<file path="config.mk">
export PLATFORM = sky130hd
export DESIGN_NAME = stm_timer
export DESIGN_NICKNAME = d
export VERILOG_FILES = /design/src/inc/stm_pkg.sv /design/src/rtl/stm_edge.sv /design/src/rtl/stm_timer.sv
export SDC_FILE = /design/constraint.sdc
export NUM_CORES = 1
export LEC_CHECK = 0
export BUFFER_PORTS_ARGS = -buffer_cell sky130_fd_sc_hd__buf_2
export CAP_MARGIN = 30
export CORE_MARGIN = 1.5
export CORE_UTILIZATION = 35
export DETAILED_ROUTE_END_ITERATION = 10
export GPL_ROUTABILITY_DRIVEN = 0
export SLEW_MARGIN = 10
export SYNTH_ARGS = -nofsm -noshare
export SYNTH_HDL_FRONTEND = slang
export SYNTH_SLANG_ARGS = --single-unit
</file>
<file path="constraint.sdc">
create_clock -name I_CLK -period 8.6 [get_ports I_CLK]
set_input_delay 0.43 -clock I_CLK [delete_from_list [all_inputs] [get_ports I_CLK]]
set_output_delay 0.43 -clock I_CLK [all_outputs]
set_load 0.01 [all_outputs]
</file>
<file path="src/inc/stm_pkg.sv">
// Shared constants for the standard timer operating-mode block
package stm_pkg;
    // ********************************************************
    // Register offsets
    // ********************************************************
    localparam logic [3:0] STM_REG_CTRL0 = 4'h0;
    localparam logic [3:0] STM_REG_CTRL1 = 4'h1;
    localparam logic [3:0] STM_REG_CNT_L = 4'h2;
    localparam logic [3:0] STM_REG_CNT_H = 4'h3;
    localparam logic [3:0] STM_REG_CMPA_L = 4'h4;
    localparam logic [3:0] STM_REG_CMPA_H = 4'h5;
    localparam logic [3:0] STM_REG_CMPP = 4'h6;
    localparam logic [3:0] STM_REG_FLAGS = 4'h7;
    // ********************************************************
    // Field positions
    // ********************************************************
    localparam int STM_RUN_BIT = 0;
    localparam int STM_MODE_HI = 7;
    localparam int STM_MODE_LO = 6;
    localparam int STM_IO_HI = 5;
    localparam int STM_IO_LO = 4;
    localparam int STM_OC_BIT = 3;
    localparam int STM_POL_BIT = 2;
    localparam int STM_DPX_BIT = 1;
    localparam int STM_CCLR_BIT = 0;
    localparam int STM_FLAG_A_BIT = 0;
    localparam int STM_FLAG_P_BIT = 1;
    // ********************************************************
    // Encodings and reset values
    // ********************************************************
    localparam logic [1:0] STM_MODE_CMP = 2'h0;
    localparam logic [1:0] STM_MODE_CAP = 2'h1;
    localparam logic [1:0] STM_MODE_PWM = 2'h2;
    localparam logic [1:0] STM_MODE_TMR = 2'h3;
    localparam logic [1:0] STM_IO_00 = 2'h0;
    localparam logic [1:0] STM_IO_01 = 2'h1;
    localparam logic [1:0] STM_IO_10 = 2'h2;
    localparam logic [1:0] STM_IO_11 = 2'h3;
    localparam logic [7:0] STM_CTRL_RST = 8'h00;
    localparam logic [15:0] STM_CNT_MAX = 16'hffff;
    localparam logic [7:0] STM_DATA_ZERO = 8'h00;
endpackage

</file>
<file path="src/rtl/stm_edge.sv">
// Edge detector for a pin taken as synchronous to the clock
`timescale 1ns/1ps
`default_nettype none
module stm_edge (
    input wire logic i_clk,
    input wire logic i_rst,
    input wire logic i_pin,
    output logic o_rise,
    output logic o_fall
);
    logic prev_q;
    logic prev_d;

    // Previous level, next value
    always_comb begin
        prev_d = i_pin;
    end

    // Reset to low so a pin held high at reset reads as one rising edge
    always_ff @(posedge i_clk) begin
        if (i_rst) begin
            prev_q <= 1'b0;
        end else begin
            prev_q <= prev_d;
        end
    end

    // Edge pulses, one cycle each
    assign o_rise = i_pin & ~prev_q;
    assign o_fall = ~i_pin & prev_q;
endmodule
`default_nettype wire

</file>
<file path="src/rtl/stm_timer.sv">
// Standard timer: counter, comparators, output pin, capture, registers
//
// The implementer's own choices: the register addresses and the plain strobed port.
`timescale 1ns/1ps
`default_nettype none
module stm_timer
    import stm_pkg::*;
#(
    parameter int TICK_DIV = 1
) (
    input wire logic I_CLK,
    input wire logic I_SYS_RST,
    input wire logic [3:0] I_ADDR,
    input wire logic [7:0] I_WDATA,
    input wire logic I_WR,
    input wire logic I_RD,
    output logic [7:0] O_RDATA,
    input wire logic I_CAP_PIN,
    input wire logic I_TRIG_PIN,
    output logic O_TMR_OUT,
    output logic O_TMR_OE
);
    // ********************************************************
    // Declarations
    // ********************************************************
    logic run_q, run_d;
    logic [7:0] ctrl1_q, ctrl1_d;
    logic [15:0] cnt_q, cnt_d;
    logic [15:0] cmpa_q, cmpa_d;
    logic [7:0] cmpp_q, cmpp_d;
    logic flag_a_q, flag_a_d;
    logic flag_p_q, flag_p_d;
    logic lvl_q, lvl_d;
    logic pin_q, pin_d;
    logic [7:0] rdata_q, rdata_d;
    logic [15:0] div_q, div_d;
    logic tick;
    logic [1:0] mode, io;
    logic oc, pol, dpx, cclr;
    logic is_cmp, is_cap, is_pwm, is_sp;
    logic run_rise, step;
    logic [15:0] inc;
    logic ovf, a_hit, p_hit, a_set, p_set, clr;
    logic cap_rise, cap_fall, trig_rise, cap_evt;
    logic pwm_act, act;
    logic [16:0] duty;

    // Period compare on the upper byte; zero means the full range
    function automatic logic p_match(input logic [15:0] v,
                                     input logic [7:0] p,
                                     input logic o);
        p_match = (p == STM_DATA_ZERO) ? o
                : (v[15:8] == p && v[7:0] == STM_DATA_ZERO);
    endfunction

    // Period value in timer clocks as 17 bits, zero standing for 65536
    function automatic logic [16:0] p_span(input logic [7:0] p);
        p_span = (p == STM_DATA_ZERO) ? {1'b1, 16'h0000}
               : {1'b0, p, STM_DATA_ZERO};
    endfunction

    // ********************************************************
    // Configuration decode
    // ********************************************************
    assign mode = ctrl1_q[STM_MODE_HI:STM_MODE_LO];
    assign io = ctrl1_q[STM_IO_HI:STM_IO_LO];
    assign oc = ctrl1_q[STM_OC_BIT];
    assign pol = ctrl1_q[STM_POL_BIT];
    assign dpx = ctrl1_q[STM_DPX_BIT];
    assign cclr = ctrl1_q[STM_CCLR_BIT];
    assign is_cmp = (mode == STM_MODE_CMP) || (mode == STM_MODE_TMR);
    assign is_cap = (mode == STM_MODE_CAP);
    assign is_pwm = (mode == STM_MODE_PWM) && (io != STM_IO_11);
    assign is_sp = (mode == STM_MODE_PWM) && (io == STM_IO_11);

    // Pin edge detectors for capture input and trigger input
    stm_edge u_cap_edge (
        .i_clk(I_CLK),
        .i_rst(I_SYS_RST),
        .i_pin(I_CAP_PIN),
        .o_rise(cap_rise),
        .o_fall(cap_fall)
    );
    stm_edge u_trig_edge (
        .i_clk(I_CLK),
        .i_rst(I_SYS_RST),
        .i_pin(I_TRIG_PIN),
        .o_rise(trig_rise),
        .o_fall()
    );

    // ********************************************************
    // Timer clock divider
    // ********************************************************
    // Timer clock is a one-cycle enable; TICK_DIV=1 counts every cycle
    always_comb begin
        tick = (div_q == 16'(TICK_DIV - 1));
        div_d = tick ? 16'h0000 : div_q + 16'h0001;
    end

    // ********************************************************
    // Comparators and counter
    // ********************************************************
    always_comb begin
        inc = cnt_q + 16'h0001;
        ovf = (cnt_q == STM_CNT_MAX);
        step = run_q && tick;
        a_hit = (cmpa_q != 16'h0000) && (inc == cmpa_q);
        p_hit = p_match(inc, cmpp_q, ovf);
        // Which comparator ends the count in each mode
        clr = 1'b0;
        if (is_cmp) begin
            clr = cclr ? a_hit : p_hit;
        end else if (is_pwm) begin
            clr = dpx ? (a_hit || (cmpa_q == 16'h0000 && ovf))
                      : p_hit;
        end else if (is_cap) begin
            clr = p_hit;
        end
        // Single pulse never clears on a match
        a_set = step && a_hit && !is_cap && !(is_cmp && !cclr && p_hit
                && cmpa_q > {cmpp_q, STM_DATA_ZERO});
        p_set = step && p_hit && !is_sp && !(is_cmp && cclr);
        run_rise = run_d && !run_q;
        if (run_rise) begin
            cnt_d = 16'h0000;
        end else if (step) begin
            cnt_d = clr ? 16'h0000 : inc;
        end else begin
            cnt_d = cnt_q;
        end
    end

    // ********************************************************
    // Capture
    // ********************************************************
    always_comb begin
        case (io)
            STM_IO_00: cap_evt = cap_rise;
            STM_IO_01: cap_evt = cap_fall;
            STM_IO_10: cap_evt = cap_rise || cap_fall;
            default: cap_evt = 1'b0;
        endcase
        cap_evt = cap_evt && is_cap;
    end

    // ********************************************************
    // Register writes, run bit and flags
    // ********************************************************
    // Hardware sets win over software clears in the same cycle
    always_comb begin
        run_d = run_q;
        ctrl1_d = ctrl1_q;
        cmpa_d = cmpa_q;
        cmpp_d = cmpp_q;
        flag_a_d = flag_a_q;
        flag_p_d = flag_p_q;
        if (I_WR) begin
            case (I_ADDR)
                STM_REG_CTRL0: run_d = I_WDATA[STM_RUN_BIT];
                STM_REG_CTRL1: ctrl1_d = I_WDATA;
                STM_REG_CMPA_L: cmpa_d[7:0] = I_WDATA;
                STM_REG_CMPA_H: cmpa_d[15:8] = I_WDATA;
                STM_REG_CMPP: cmpp_d = I_WDATA;
                STM_REG_FLAGS: begin
                    if (I_WDATA[STM_FLAG_A_BIT]) begin
                        flag_a_d = 1'b0;
                    end
                    if (I_WDATA[STM_FLAG_P_BIT]) begin
                        flag_p_d = 1'b0;
                    end
                end
                default: ;
            endcase
        end
        if (is_sp && !run_q && trig_rise) begin
            run_d = 1'b1;
        end
        if (is_sp && a_set) begin
            run_d = 1'b0;
        end
        if (cap_evt) begin
            cmpa_d = cnt_q;
        end
        if (a_set || cap_evt) begin
            flag_a_d = 1'b1;
        end
        if (p_set) begin
            flag_p_d = 1'b1;
        end
    end

    // ********************************************************
    // Output pin
    // ********************************************************
    always_comb begin
        duty = dpx ? p_span(cmpp_q) : {1'b0, cmpa_q};
        pwm_act = ({1'b0, cnt_q} < duty);
        case (io)
            STM_IO_00: act = 1'b0;
            STM_IO_01: act = 1'b1;
            default: act = pwm_act;
        endcase
        if (is_sp) begin
            act = run_q;
        end
        lvl_d = lvl_q;
        if (run_rise) begin
            lvl_d = oc;
        end else if (mode == STM_MODE_CMP && a_set) begin
            case (io)
                STM_IO_01: lvl_d = 1'b0;
                STM_IO_10: lvl_d = 1'b1;
                STM_IO_11: lvl_d = ~lvl_q;
                default: lvl_d = lvl_q;
            endcase
        end
        // Active level chosen by the initial-level bit, then inverted when the polarity bit is set
        if (mode == STM_MODE_PWM) begin
            pin_d = (act ? oc : ~oc) ^ pol;
        end else begin
            pin_d = lvl_d ^ pol;
        end
    end

    // Pin released in timer/counter and capture modes
    assign O_TMR_OE = (mode == STM_MODE_CMP)
                   || (mode == STM_MODE_PWM);
    assign O_TMR_OUT = pin_q;

    // ********************************************************
    // Read port
    // ********************************************************
    // Data stands only in the cycle after the strobe
    always_comb begin
        rdata_d = STM_DATA_ZERO;
        if (I_RD) begin
            case (I_ADDR)
                STM_REG_CTRL0: rdata_d = {7'h00, run_q};
                STM_REG_CTRL1: rdata_d = ctrl1_q;
                STM_REG_CNT_L: rdata_d = cnt_q[7:0];
                STM_REG_CNT_H: rdata_d = cnt_q[15:8];
                STM_REG_CMPA_L: rdata_d = cmpa_q[7:0];
                STM_REG_CMPA_H: rdata_d = cmpa_q[15:8];
                STM_REG_CMPP: rdata_d = cmpp_q;
                STM_REG_FLAGS: rdata_d = {6'h00, flag_p_q, flag_a_q};
                default: rdata_d = STM_DATA_ZERO;
            endcase
        end
    end
    assign O_RDATA = rdata_q;

    // ********************************************************
    // State registers
    // ********************************************************
    always_ff @(posedge I_CLK) begin
        if (I_SYS_RST) begin
            run_q <= 1'b0;
            ctrl1_q <= STM_CTRL_RST;
            cnt_q <= 16'h0000;
            cmpa_q <= 16'h0000;
            cmpp_q <= STM_DATA_ZERO;
            flag_a_q <= 1'b0;
            flag_p_q <= 1'b0;
            lvl_q <= 1'b0;
            pin_q <= 1'b0;
            rdata_q <= STM_DATA_ZERO;
            div_q <= 16'h0000;
        end else begin
            run_q <= run_d;
            ctrl1_q <= ctrl1_d;
            cnt_q <= cnt_d;
            cmpa_q <= cmpa_d;
            cmpp_q <= cmpp_d;
            flag_a_q <= flag_a_d;
            flag_p_q <= flag_p_d;
            lvl_q <= lvl_d;
            pin_q <= pin_d;
            rdata_q <= rdata_d;
            div_q <= div_d;
        end
    end

    // ********************************************************
    // Assertions
    // ********************************************************
    property p_ovf_clear;
        @(posedge I_CLK) disable iff (I_SYS_RST)
        (is_cmp && !cclr && cmpp_q == STM_DATA_ZERO && step && ovf
         && !run_rise) |=> (cnt_q == 16'h0000) && flag_p_q;
    endproperty
    a_ovf_clear: assert property (p_ovf_clear)
        else $error("overflow did not clear counter and set P flag");

    property p_no_pflag;
        @(posedge I_CLK) disable iff (I_SYS_RST)
        (is_cmp && cclr && !flag_p_q && !I_WR) |=> !flag_p_q;
    endproperty
    a_no_pflag: assert property (p_no_pflag)
        else $error("P flag set with compare A clear select");

    property p_zero_a;
        @(posedge I_CLK) disable iff (I_SYS_RST)
        (is_cmp && cmpa_q == 16'h0000 && !flag_a_q && !I_WR)
        |=> !flag_a_q;
    endproperty
    a_zero_a: assert property (p_zero_a)
        else $error("A flag raised with zero compare A");

    property p_init_lvl;
        @(posedge I_CLK) disable iff (I_SYS_RST)
        (mode == STM_MODE_CMP && run_rise) |=> (pin_q == (oc ^ pol));
    endproperty
    a_init_lvl: assert property (p_init_lvl)
        else $error("pin not loaded with initial level");

    property p_toggle;
        @(posedge I_CLK) disable iff (I_SYS_RST)
        (mode == STM_MODE_CMP && io == STM_IO_11 && a_set && !run_rise
         && !I_WR) |=> (pin_q != $past(pin_q));
    endproperty
    a_toggle: assert property (p_toggle)
        else $error("pin did not toggle on A match");

    property p_release;
        @(posedge I_CLK) disable iff (I_SYS_RST)
        (mode == STM_MODE_TMR) |-> !O_TMR_OE;
    endproperty
    a_release: assert property (p_release)
        else $error("pin driven in timer/counter mode");

    property p_force;
        @(posedge I_CLK) disable iff (I_SYS_RST)
        (mode == STM_MODE_PWM && io == STM_IO_01 && !I_WR)
        |=> (pin_q == (oc ^ pol));
    endproperty
    a_force: assert property (p_force)
        else $error("forced active level not on pin");

    property p_sp_end;
        @(posedge I_CLK) disable iff (I_SYS_RST)
        (is_sp && step && a_hit && !I_WR) |=> !run_q ##1 (pin_q == ~oc ^ pol);
    endproperty
    a_sp_end: assert property (p_sp_end)
        else $error("single pulse did not end on A match");

    property p_capture;
        @(posedge I_CLK) disable iff (I_SYS_RST)
        cap_evt |=> (cmpa_q == $past(cnt_q)) && flag_a_q;
    endproperty
    a_capture: assert property (p_capture)
        else $error("capture did not load compare A");

    property p_cap_off;
        @(posedge I_CLK) disable iff (I_SYS_RST)
        (is_cap && io == STM_IO_11) |-> !cap_evt;
    endproperty
    a_cap_off: assert property (p_cap_off)
        else $error("capture taken while disabled");

    c_pwm_wrap: cover property (@(posedge I_CLK) is_pwm && step && clr);
    c_sp_end: cover property (@(posedge I_CLK) is_sp && a_set);
    c_capture: cover property (@(posedge I_CLK) cap_evt);
endmodule
`default_nettype wire

</file>
==> metrics.txt <==
count of warnings emitted by yosys=0; FILL cells=1801; mux contribution to synthesized area=between 6 and 7%; synthesized-area fraction occupied by adder cells=6.240%; met3 Use GR=3.729%; total number of nets in the final design=a little over 800; floorplan row count=48; Final Hold Vio Count=0; ratio of final minimum period to clock period=49.63%; Syn Area/Cell=7.990 um2; core area=17300 um2; Multi-input gate area=between 4000 and 5000 um2; power per cell area=125.5 nW/um2; post-CTS setup buffer count=0; top cell type's share of synthesized area=about a quarter; Clock transition at path regs=approximately 0.070 ns; unrepaired setup endpoints after global routing=no; mean number of vias per cell=5.910; Vias=5869; endpoint kind of the worst setup timing path=flop; flip-flop and latch count after synthesis=79; Slowest cell on crit path=or4_4; Global Route met2 Usage=33.53%; Antenna Nets Post-Route=0; Int Pwr=0.6192 mW; Die X=approximately 140 um; most common cell after layout, fill and taps aside=nor2_1; cells traversed along the worst timing path=ha_1, nand3_2, or4_4, xnor2_1, or4_4, nor4_4, and3_1, o311ai_4, o21ai_2, a211oi_2, mux2_4; arrival time worst endpoint=4.52 ns; CTS Hold Buffers Added=0; compound-cell area share of the yosys netlist=18.70%; switch share=between 20% and 30%; fraction of synthesized cell area in xor and xnor cells=6.381%; FF+latch area=about 1600 um2; number of failing setup endpoints in the final timing report=0; path type of the worst min-delay path=input port to flop; wire length of the first global-routing pass=29940 um; number of flops mapped to enable cells by yosys=0; number of detailed-routing iterations run before antenna repair=5; number of levels the H-tree was split into=3; overall routed net length=about 20000 um; ranking of synthesized cells by area=dfxtp_1, ha_1, nor2_1; Unique masters post-synth=89; Slew @ Worst Pin=0.8576 ns; remaining global-route overflow=0; post-synthesis to final-layout area growth=7.790%; accumulated negative setup slack=0 ns; cell count after synthesis=778; most prevalent standard cell on the critical path=or4_4; CTS sink count=approximately 80; share of final-layout standard cells stronger than drive strength 1=11.33%; Seq pwr share=44.7%; relative max-transition margin=41.35%; run status=finished, final reports clean; data required time of the critical path=a little under 9 ns; Total Die Area=around 19000 um2; sequential area share after synthesis=around 25%; share of flip-flops with an asynchronous set or reset after synthesis=0%; leading cell types in the layout, fill and taps excluded=nor2_1, dfxtp_1, nand2_1; Resized cells post-CTS=0; clock network fraction of total power=47.4%; vertical extent of the die=136.3 um; launching element type of the critical path=flop; post-layout total power=0.8408 mW; Max rail drop VDD=0.1027 mV; wire length per cell=~20 um; maximum cell stage delay along the critical path=0.65 ns; initial detailed-routing violation count=612; largest family of logic cells by synthesized area=simple AND/OR/NAND/NOR gates; Crit Path Max Fanout=15; synthesized-area fraction occupied by and/or/nand/nor cells=30.90%; number of clock buffers inserted by TritonCTS=9; number of global-route vias before repair=around 5.0k; HPWL reported at the end of detailed placement=roughly 14000 um; global routing met1 resource utilization=29.78%; CTS tree=built; Slew Limit Fails=0; maximum number of pins on one net before global-route repair=44; maximum achievable frequency=234.3 MHz; dominant synthesized flop cell=dfxtp_1; net switching power figure=0.2216 mW; Clock Tree Buf Depth=2; combinational power share=under 10%; shortest period the worst path allows=4.268 ns; Port-buffer cells=27; largest clock skew in the final design=roughly 0.0097 ns; clock tree root driver cell=clkbuf_16; remaining routing DRC violations=0; antenna cells=0; Synth area leader=dfxtp_1; initial core utilization=35.94%; final cell count without fillers=993; clock latency on the worst-skew pair=0.36 ns; number of placed I/O pins=28; count of maximum capacitance violations=0; global router's overall resource usage=21.61%; most crowded layer after global routing=met2; Leak=2.376 nW; worst setup path category=flop to flop; initial antenna violation count=0; number of instances in the placed design=977; Post-Syn Nets=827; cell area after synthesis=about 6200 um2
[kinds of logic after synthesis]
logic type | count (synthesis)
AND/OR/NAND/NOR | 348
AO/OA/AOI/OAI | 161
buffers and inverters | 82
flip-flops | 79
XOR/XNOR | 42
multiplexers | 35
adder cells (fa/ha/maj) | 31
[worst max-delay path: cells and delay by family (launching register included)]
family	cells	cell delay, ns
xor+xnor	1	0.16
flops	1	0.61
fa+ha+maj	1	0.63
compound gates	3	0.41
mux	1	0.29
simple gates	5	2.04
[sequential cells by signal, indices dropped and copies added, names as in the netlist]
| signal | count |
|---|---|
| lvl_q | 1 |
| u_trig_edge.prev_q | 1 |
| ctrl1_q | 8 |
| O_TMR_OUT | 1 |
| flag_a_q | 1 |
| cmpp_q | 8 |
| cmpa_q | 16 |
| O_RDATA | 8 |
| flag_p_q | 1 |
| cnt_q | 16 |
| div_q | 16 |
| u_cap_edge.prev_q | 1 |
| run_q | 1 |
[through the flow]
| step | setup slack [ns] | hold slack (ns) | cell area [um2] | utilization [%] |
|---|---|---|---|---|
| after detailed placement | 4.417 | 0.4682 | 6402 | 37.02 |
| after global routing | 4.109 | 0.3000 | 6700 | 38.74 |
| after floorplan | 5.233 | 0.4418 | 6216 | - |
| after global placement | 4.522 | 0.4614 | 6375 | 36.86 |
| final | 4.332 | 0.2948 | 6700 | 38.74 |
| after CTS | 4.405 | 0.2858 | 6700 | 38.74 |
[metal layers]
layer | routed length (um) | up-vias
li1 | - | 2807
met1 | 8782 | 2780
met2 | 9147 | 243
met3 | 1407 | 39
met4 | 516 | 0
met5 | 0 | -
[Yosys cell counts, types with 4 or more instances]
master    count
a211oi_1      4
a21o_1        5
a21oi_1      50
a311oi_1     16
a31oi_1       4
and2_1        5
and3_1        9
and4_1        5
buf_2         8
buf_4         5
buf_6         5
clkbuf_1     36
dfxtp_1      79
ha_1         31
inv_1        24
mux2i_1      28
nand2_1      70
nand2b_1     17
nand3_1      40
nand3b_1      7
nand4_1      17
nor2_1       88
nor2b_1      11
nor3_1       14
nor4_1       12
o21ai_0      16
o21ai_1      15
or2_2         5
or3_1        17
xnor2_1      23
xor2_1       17
[power groups by stage]
| stage | Sequential [mW] | Combinational [mW] | Clock (mW) |
|---|---|---|---|
| 2_1_floorplan | 0.380 | 0.0457 | 0 |
| 3_3_place_gp | 0.384 | 0.0650 | 0 |
| 3_5_place_dp | 0.384 | 0.0646 | 0 |
| 4_1_cts | 0.376 | 0.0649 | 0.408 |
| 5_1_grt | 0.376 | 0.0714 | 0.419 |
| 6_report | 0.376 | 0.0660 | 0.399 |
[path summary, 6_finish.rpt]
path	endpoint	depth (start not counted)	startpoint	slack (ns)
setup reg to reg	O_TMR_OUT$_SDFF_PP0_	11	cnt_q[0]$_SDFFE_PP0P_	4.33
setup / recovery	O_TMR_OUT$_SDFF_PP0_	11	cnt_q[0]$_SDFFE_PP0P_	4.33
hold reg to reg	div_q[0]$_SDFF_PP0_	1	div_q[0]$_SDFF_PP0_	0.48
hold / removal	u_trig_edge.prev_q$_SDFF_PP0_	2	I_TRIG_PIN	0.29
[layout make-up]
cell class | instances | area share, %
multi-input cells | 617 | 63.53
flip-flops and latches | 79 | 23.60
well taps | 225 | 4.202
clock buffers | 10 | 3.417
repair buffers | 32 | 2.876
inverters | 24 | 1.345
clock inverters | 6 | 1.027
(Power assumes the default switching activity.)
